### config.mk
export PLATFORM = sky130hd
export DESIGN_NAME = rcr_cfg_regs
export DESIGN_NICKNAME = d
export VERILOG_FILES = /design/src/hw/rcr_pkg.sv /design/src/hw/rcr_cfg_regs.sv
export SDC_FILE = /design/constraint.sdc
export NUM_CORES = 1
export LEC_CHECK = 0
export BUFFER_PORTS_ARGS = -buffer_cell sky130_fd_sc_hd__buf_2
export CAP_MARGIN = 15
export CORE_MARGIN = 8
export CORE_UTILIZATION = 51
export CTS_CLUSTER_SIZE = 30
export DETAILED_ROUTE_END_ITERATION = 10
export GPL_ROUTABILITY_DRIVEN = 0
export GPL_TIMING_DRIVEN = 0
export PLACE_DENSITY_LB_ADDON = 0.12
export SYNTH_ARGS = -nofsm -noshare
export SYNTH_HDL_FRONTEND = slang
export SYNTH_SLANG_ARGS = --single-unit
### constraint.sdc
create_clock -name sys_clk -period 7.4 [get_ports sys_clk]
set_clock_uncertainty 0.1 [all_clocks]
set_input_delay 0.74 -clock sys_clk [delete_from_list [all_inputs] [get_ports sys_clk]]
set_output_delay 0.74 -clock sys_clk [all_outputs]
set_load 0.02 [all_outputs]
### src/hw/rcr_pkg.sv
package rcr_pkg;

    // Register offsets (byte addresses on the plain port)
    localparam logic [7:0] OFS_MON_CFG   = 8'h8E;
    localparam logic [7:0] OFS_CONV_SEL  = 8'h8F;
    localparam logic [7:0] OFS_OFFS_TRIM = 8'h90;
    localparam logic [7:0] OFS_SLOPE     = 8'h91;
    localparam logic [7:0] OFS_RATE_UP   = 8'h92;
    localparam logic [7:0] OFS_RATE_LO   = 8'h93;

    // Reset values
    localparam logic [7:0] RST_MON_CFG   = 8'h01;
    localparam logic [7:0] RST_CONV_SEL  = 8'h00;
    localparam logic [7:0] RST_OFFS_TRIM = 8'h80;
    localparam logic [7:0] RST_SLOPE     = 8'h80;
    localparam logic [7:0] RST_RATE_UP   = 8'h1E;
    localparam logic [7:0] RST_RATE_LO   = 8'h23;

    // Field positions
    localparam int MON_EN_BIT  = 0;
    localparam int SEL_MSB     = 2;
    localparam int SLOPE_SHIFT = 7;

    // Converter input codes
    typedef enum logic [2:0] {
        RCR_SEL_SIGNAL = 3'h0,
        RCR_SEL_TEMP   = 3'h1,
        RCR_SEL_SUPPLY = 3'h2
    } rcr_sel_e;

    // Register bus request
    typedef struct packed {
        logic [7:0] addr;
        logic [7:0] wdata;
        logic       wr;
        logic       rd;
    } rcr_req_s;

    // Rate window towards clock recovery
    typedef struct packed {
        logic       limit_on;
        logic [7:0] upper;
        logic [7:0] lower;
    } rcr_rate_s;

endpackage : rcr_pkg
### src/hw/rcr_cfg_regs.sv
// Local design decision: strobed register access.
`timescale 1ns/1ps
module rcr_cfg_regs (
    // Clock and reset
    input  wire logic              sys_clk,
    input  wire logic              rst,
    // Register port
    input  wire rcr_pkg::rcr_req_s bus_req,
    output logic [7:0]             rd_data,
    // Signal-strength path
    input  wire logic [7:0]        signal_raw,
    output logic [8:0]             signal_trimmed,
    output logic                   monitor_buffer_enable,
    // Converter input routing
    output logic [2:0]             converter_input_select,
    output logic                   conv_route_valid,
    // Clock recovery window
    input  wire logic              rate_limit_enable,
    output rcr_pkg::rcr_rate_s     rate_window
);

    logic       mon_en_r,  mon_en_nxt;
    logic [2:0] sel_r,     sel_nxt;
    logic [7:0] offs_r,    offs_nxt;
    logic [7:0] slope_r,   slope_nxt;
    logic [7:0] up_r,      up_nxt;
    logic [7:0] lo_r,      lo_nxt;
    logic [7:0] rd_r,      rd_nxt;
    logic [8:0] trim_r,    trim_nxt;
    logic       valid_r,   valid_nxt;
    logic [5:0] wr_hit,    rd_hit;
    rcr_pkg::rcr_rate_s win_r, win_nxt;

    logic signed [10:0] offs_val;
    logic        [15:0] prod;
    logic signed [10:0] sum;

    // Gain then offset, result clamped to 9 bits
    always_comb begin
        offs_val = 11'(signed'({1'b0, offs_r, 1'b0})) - 11'sh100;
        prod     = 16'(signal_raw) * 16'(slope_r);
        sum      = 11'(signed'({3'h0, prod[15:rcr_pkg::SLOPE_SHIFT]})) + offs_val;
        if (sum < 11'sh000) begin
            trim_nxt = 9'h000;
        end else if (sum > 11'sh1FF) begin
            trim_nxt = 9'h1FF;
        end else begin
            trim_nxt = sum[8:0];
        end
    end

    // One-hot register hit, shared by writes and reads; unmapped gives zero
    function automatic logic [5:0] reg_hit(input logic [7:0] addr);
        logic [5:0] hit;
        hit = 6'h00;
        if (addr == rcr_pkg::OFS_MON_CFG) begin
            hit = 6'h01;
        end else if (addr == rcr_pkg::OFS_CONV_SEL) begin
            hit = 6'h02;
        end else if (addr == rcr_pkg::OFS_OFFS_TRIM) begin
            hit = 6'h04;
        end else if (addr == rcr_pkg::OFS_SLOPE) begin
            hit = 6'h08;
        end else if (addr == rcr_pkg::OFS_RATE_UP) begin
            hit = 6'h10;
        end else if (addr == rcr_pkg::OFS_RATE_LO) begin
            hit = 6'h20;
        end
        return hit;
    endfunction : reg_hit

    // Register writes and readback
    always_comb begin
        wr_hit     = bus_req.wr ? reg_hit(bus_req.addr) : 6'h00;
        rd_hit     = bus_req.rd ? reg_hit(bus_req.addr) : 6'h00;
        mon_en_nxt = mon_en_r;
        sel_nxt    = sel_r;
        offs_nxt   = offs_r;
        slope_nxt  = slope_r;
        up_nxt     = up_r;
        lo_nxt     = lo_r;
        // Only the field width is stored, so reserved bits never reach the device
        if (wr_hit[0]) begin
            mon_en_nxt = bus_req.wdata[rcr_pkg::MON_EN_BIT];
        end
        if (wr_hit[1]) begin
            sel_nxt = bus_req.wdata[rcr_pkg::SEL_MSB:0];
        end
        if (wr_hit[2]) begin
            offs_nxt = bus_req.wdata;
        end
        if (wr_hit[3]) begin
            slope_nxt = bus_req.wdata;
        end
        if (wr_hit[4]) begin
            up_nxt = bus_req.wdata;
        end
        if (wr_hit[5]) begin
            lo_nxt = bus_req.wdata;
        end
        // Read data stands for one cycle only, zero otherwise
        rd_nxt = 8'h00;
        if (rd_hit[0]) begin
            rd_nxt = {7'h00, mon_en_r};
        end else if (rd_hit[1]) begin
            rd_nxt = {5'h00, sel_r};
        end else if (rd_hit[2]) begin
            rd_nxt = offs_r;
        end else if (rd_hit[3]) begin
            rd_nxt = slope_r;
        end else if (rd_hit[4]) begin
            rd_nxt = up_r;
        end else if (rd_hit[5]) begin
            rd_nxt = lo_r;
        end
        // Unused select codes route nothing
        case (sel_r)
            rcr_pkg::RCR_SEL_SIGNAL,
            rcr_pkg::RCR_SEL_TEMP,
            rcr_pkg::RCR_SEL_SUPPLY: valid_nxt = 1'b1;
            default:                 valid_nxt = 1'b0;
        endcase
        // Zero window means no limiting downstream
        win_nxt.limit_on = rate_limit_enable;
        win_nxt.upper    = rate_limit_enable ? up_r : 8'h00;
        win_nxt.lower    = rate_limit_enable ? lo_r : 8'h00;
    end

    always_ff @(posedge sys_clk) begin
        if (rst) begin
            mon_en_r <= rcr_pkg::RST_MON_CFG[rcr_pkg::MON_EN_BIT];
            sel_r    <= rcr_pkg::RST_CONV_SEL[rcr_pkg::SEL_MSB:0];
            offs_r   <= rcr_pkg::RST_OFFS_TRIM;
            slope_r  <= rcr_pkg::RST_SLOPE;
            up_r     <= rcr_pkg::RST_RATE_UP;
            lo_r     <= rcr_pkg::RST_RATE_LO;
            rd_r     <= 8'h00;
            trim_r   <= 9'h000;
            valid_r  <= 1'b1;
            win_r    <= '0;
        end else begin
            mon_en_r <= mon_en_nxt;
            sel_r    <= sel_nxt;
            offs_r   <= offs_nxt;
            slope_r  <= slope_nxt;
            up_r     <= up_nxt;
            lo_r     <= lo_nxt;
            rd_r     <= rd_nxt;
            trim_r   <= trim_nxt;
            valid_r  <= valid_nxt;
            win_r    <= win_nxt;
        end
    end

    assign rd_data                = rd_r;
    assign signal_trimmed         = trim_r;
    assign monitor_buffer_enable  = mon_en_r;
    assign converter_input_select = sel_r;
    assign conv_route_valid       = valid_r;
    assign rate_window            = win_r;

    // Reset checks carry no disable so they watch the reset edge itself
    monitor_write_a: assert property (@(posedge sys_clk) disable iff (rst)
        bus_req.wr && bus_req.addr == rcr_pkg::OFS_MON_CFG |=> monitor_buffer_enable == $past(bus_req.wdata[0]))
        else $error("monitor enable not written");
    monitor_reset_a: assert property (@(posedge sys_clk) rst |=> monitor_buffer_enable)
        else $error("monitor enable not set by reset");
    monitor_read_a: assert property (@(posedge sys_clk) disable iff (rst)
        bus_req.rd && bus_req.addr == rcr_pkg::OFS_MON_CFG
        |=> rd_data == {7'h00, $past(monitor_buffer_enable)})
        else $error("monitor readback upper bits not zero");
    select_write_a: assert property (@(posedge sys_clk) disable iff (rst)
        bus_req.wr && bus_req.addr == rcr_pkg::OFS_CONV_SEL
        |=> converter_input_select == $past(bus_req.wdata[2:0]))
        else $error("select field not written");
    select_unused_a: assert property (@(posedge sys_clk) disable iff (rst)
        bus_req.rd && bus_req.addr == rcr_pkg::OFS_CONV_SEL |=> rd_data[7:3] == 5'h00)
        else $error("select upper bits not zero");
    route_valid_a: assert property (@(posedge sys_clk) disable iff (rst)
        ##1 conv_route_valid == ($past(converter_input_select) <= 3'h2))
        else $error("route valid wrong");
    unity_trim_a: assert property (@(posedge sys_clk) disable iff (rst)
        offs_r == 8'h80 && slope_r == 8'h80 && $stable(offs_r) && $stable(slope_r)
        |=> signal_trimmed == 9'($past(signal_raw)))
        else $error("unity trim not passthrough");
    offset_max_a: assert property (@(posedge sys_clk) disable iff (rst)
        offs_r == 8'hFF && slope_r == 8'h00 |=> signal_trimmed == 9'h0FE)
        else $error("offset max not 254");
    offset_floor_a: assert property (@(posedge sys_clk) disable iff (rst)
        offs_r == 8'h00 && slope_r == 8'hFF && signal_raw == 8'hFF |=> signal_trimmed == 9'h0FC)
        else $error("offset min not minus 256");
    upper_reset_a: assert property (@(posedge sys_clk) rst |=> up_r == rcr_pkg::RST_RATE_UP)
        else $error("upper threshold reset wrong");
    lower_reset_a: assert property (@(posedge sys_clk) rst |=> lo_r == rcr_pkg::RST_RATE_LO)
        else $error("lower threshold reset wrong");
    upper_pass_a: assert property (@(posedge sys_clk) disable iff (rst)
        rate_limit_enable |=> rate_window.limit_on && rate_window.upper == $past(up_r))
        else $error("upper threshold not passed");
    lower_pass_a: assert property (@(posedge sys_clk) disable iff (rst)
        rate_limit_enable |=> rate_window.lower == $past(lo_r))
        else $error("lower threshold not passed");
    limit_off_a: assert property (@(posedge sys_clk) disable iff (rst)
        !rate_limit_enable |=> !rate_window.limit_on && rate_window.upper == 8'h00 && rate_window.lower == 8'h00)
        else $error("window active while limit off");
    unmapped_read_a: assert property (@(posedge sys_clk) disable iff (rst)
        bus_req.rd && (bus_req.addr < rcr_pkg::OFS_MON_CFG || bus_req.addr > rcr_pkg::OFS_RATE_LO)
        |=> rd_data == 8'h00)
        else $error("unmapped read not zero");

    // Scenarios the bench is expected to reach
    write_read_c: cover property (@(posedge sys_clk) disable iff (rst) bus_req.wr ##1 bus_req.rd);
    unused_sel_c: cover property (@(posedge sys_clk) disable iff (rst) !conv_route_valid);
    limit_on_c:   cover property (@(posedge sys_clk) disable iff (rst) rate_window.limit_on);
    offset_floor_c: cover property (@(posedge sys_clk) disable iff (rst) offs_r == 8'h00 && slope_r == 8'hFF);
    clamp_high_c: cover property (@(posedge sys_clk) disable iff (rst) signal_trimmed == 9'h1FF);

endmodule : rcr_cfg_regs

==> flow_metrics.tcl <==
set metrics [dict create \
    start_util 0.524 \
    slew_headroom 0.443 \
    cp_slowest_stage_delay_ns 0.56 \
    r2r_start "slope_r[4]" \
    grt_pass1_wl_um 18400 \
    drt_iter0_drc 202 \
    dr.pass1.iters 4 \
    vias_per_cell 5.22 \
    cts_tree "built" \
    r2r_cells 21 \
    ys_seq_elements 71 \
    synth_top_family_by_area "adder cells" \
    yosysMostFrequentCell "dfxtp_1" \
    cts_buffer_depth 2 \
    grt_pass1_vias 3806 \
    synth_commonest_cells "dfxtp_1, and2_1, inv_1" \
    wl_um 11100 \
    cp_top_family "adder cells" \
    worst-endpoint-arrival_ns 6.52 \
    cts_setup_buffers 0 \
    ant_nets 0 \
    io_pins 68 \
    yosys.area.top_type "dfxtp_1" \
    final_core_util 0.595 \
    drc 0 \
    synthMuxAreaShare 0.0930 \
    synth-simple-area-share 0.189 \
    rows 35 \
    drv_cap 0 \
    grt-ovfl-total 0 \
    route.vias.total 3672 \
    critical_path_class "in2reg" \
    numCtsBuffers 9 \
    synthTopCellsByArea "dfxtp_1, fa_1, ha_1" \
    worstPathBufferInverterCount 3 \
    stdcell_count 704 \
    htreeDepth 3 \
    hpwlAfterDp_um 8940 \
    dp_slack_ns 0.651 \
    max-vdd-ir-drop_v 0.000148 \
    die_y_um 113 \
    startpoint_type "input pin" \
    antenna_cells 0 \
    p_per_area_nw_per_um2 132 \
    syn_inst 494 \
    cts.sinks 71 \
    tns_ns 0 \
    setup_violations 0 \
    hp-class "reg2reg" \
    dp.cells 688 \
    required_ns 7.50 \
    cts_root_buf "clkbuf_8" \
    cp_max_fo 9 \
    grt_max_degree 13 \
    die_area_sq_um 12900 \
    outcome "finished, final reports clean" \
    crit_slowest_cell "fa_1" \
    worstMarginPinSlew_ns 0.835 \
    areaGrowthSynthToFinish_pct 13.4 \
    fin_ws_ns 0.978 \
    period_share 0.868 \
    clk_pin_slew_ns 0.07 \
    period_minus_slack_ns 6.42 \
    synth_warnings 0 \
    die_x_um 113 \
    drive_gt1_frac 0.169 \
    synth_compound_area_frac 0.0860 \
    crit_chain "buf_2 > and2_1 > fa_1 > fa_1 > inv_1 > fa_1 > fa_1 > inv_1 > ha_1 > o21a_1 > o21a_1 > or2_2 > a31oi_1 > nor2b_1 > o32a_1 > ha_1 > nor2b_1 > o31a_1 > o211ai_1 > nor4b_1 > a21oi_1 > a21oi_1" \
    place.port_buffers 65 \
    ys.flop_type "dfxtp_1" \
    fmax_ghz 0.156 \
    power_leakage_nw 2.60 \
    synth_xor_area_frac 0.0271 \
    yosysSeqAreaShare 0.293 \
    syn_area_sq_um 4850 \
    hold_depth 1 \
    clk_latency_ns 0.33 \
    syn-mean-instance-area_sq_um 9.81 \
    hold_viol 0 \
    hp-start "up_r[1]" \
    timing.final.max_slew_violations 0 \
    ys_async_sr_fraction 0 \
    grt_use_total 0.178 \
    synth-edff-count 0 \
    synthAdderAreaFrac 0.260 \
    core_area_sq_um 9240 \
    cts_hold_buffers 0 \
    rsz0062_at_grt "false" \
    n_fill_cell 836 \
    wire_per_inst_um 15.7 \
    syn-num-nets 602 \
    ys_types 41 \
    antenna_found_initial 0 \
    finalNetCount 678 \
    worstSetupStartpoint "signal_raw[1]" \
    cts-resized-gates 0 \
    cpMostUsedCell "fa_1" \
    worstSetupPathDepth 22 \
    endpoint_kind "flop" \
    synth_top_area_share 0.293 \
]
==> cell type report <==
class	count	area, sq um	share of cell area
multi-input combinational	358	3170	0.577
sequential	71	1420	0.259
timing repair buffer	65	325	0.0592
inverter	56	210	0.0382
tap	129	161	0.0294
clock buffer	10	128	0.0232
buffer	9	41.3	0.00751
clock inverter	6	36.3	0.00660
==> stage by stage <==
step	power, mW	hold slack [ns]	area [sq um]
after floorplan	0.443	0.344	4850
after global placement	0.472	0.362	5330
after detailed placement	0.474	0.369	5330
after CTS	0.735	0.390	5500
after global routing	0.755	0.406	5500
final	0.727	0.385	5500
==> placed cells by master, fill, tap and decap left out, drive strengths merged, types with 4 or more instances in the layout <==
| cell type | instances |
|---|---|
| fa | 36 |
| nor2 | 44 |
| nand2 | 22 |
| clkbuf | 17 |
| xor2 | 7 |
| nand3 | 5 |
| mux2i | 27 |
| mux4 | 8 |
| nor2b | 10 |
| nor3 | 6 |
| and2 | 68 |
| ha | 43 |
| xnor2 | 8 |
| a21oi | 22 |
| clkinv | 4 |
| buf | 67 |
| o21ai | 8 |
| inv | 57 |
| o21a | 6 |
| dfxtp | 71 |
| o211ai | 5 |
| a211o | 5 |
==> cell families after synthesis <==
logic type,after synthesis
AO/OA/AOI/OAI,63
XOR/XNOR,15
adder cells (fa/ha/maj),79
buffers and inverters,65
flip-flops,71
multiplexers,35
AND/OR/NAND/NOR,166
==> worst reg2reg max path: stages, from the launching register on <==
cell and delay, ns:
dfxtp_1 0.44, and2_1 0.22, fa_1 0.46, fa_1 0.56, inv_1 0.05, fa_1 0.47, fa_1 0.55, inv_1 0.05
ha_1 0.28, o21a_1 0.12, o21a_1 0.20, or2_2 0.29, a31oi_1 0.29, nor2b_1 0.09, o32a_1 0.34, ha_1 0.34
nor2b_1 0.15, o31a_1 0.28, o211ai_1 0.24, nor4b_1 0.08, a21oi_1 0.47, a21oi_1 0.15
==> final timing paths <==
path / end / slack, ns
worst min register to register: up_r[1] / 0.39
worst max register to register: signal_trimmed[1] / 1.06
worst min-delay path: up_r[1] / 0.39
worst max-delay path: signal_trimmed[1] / 0.98
==> flip-flops by register name, indices dropped and copies added (netlist names) <==
name	flops
offs_r	8
converter_input_select	3
rd_data	8
lo_r	8
up_r	8
slope_r	8
signal_trimmed	9
conv_route_valid	1
rate_window	17
monitor_buffer_enable	1
==> power by group <==
group	switching [mW]	leakage, nW	internal (mW)	total (mW)
registers	0.00148	0.577	0.387	0.389
clock network	0.143	0.0862	0.120	0.263
logic	0.0470	1.94	0.0286	0.0756
==> layer usage <==
layer  up-vias  part of all wire  track usage
met5         -                 0            0
met4         0             0.012       0.0560
met3        12             0.036       0.0301
met2        67              0.50        0.307
met1      1794              0.45        0.221
li1       1799                 -            -
Note: power is estimated with default switching activity, not from simulation.
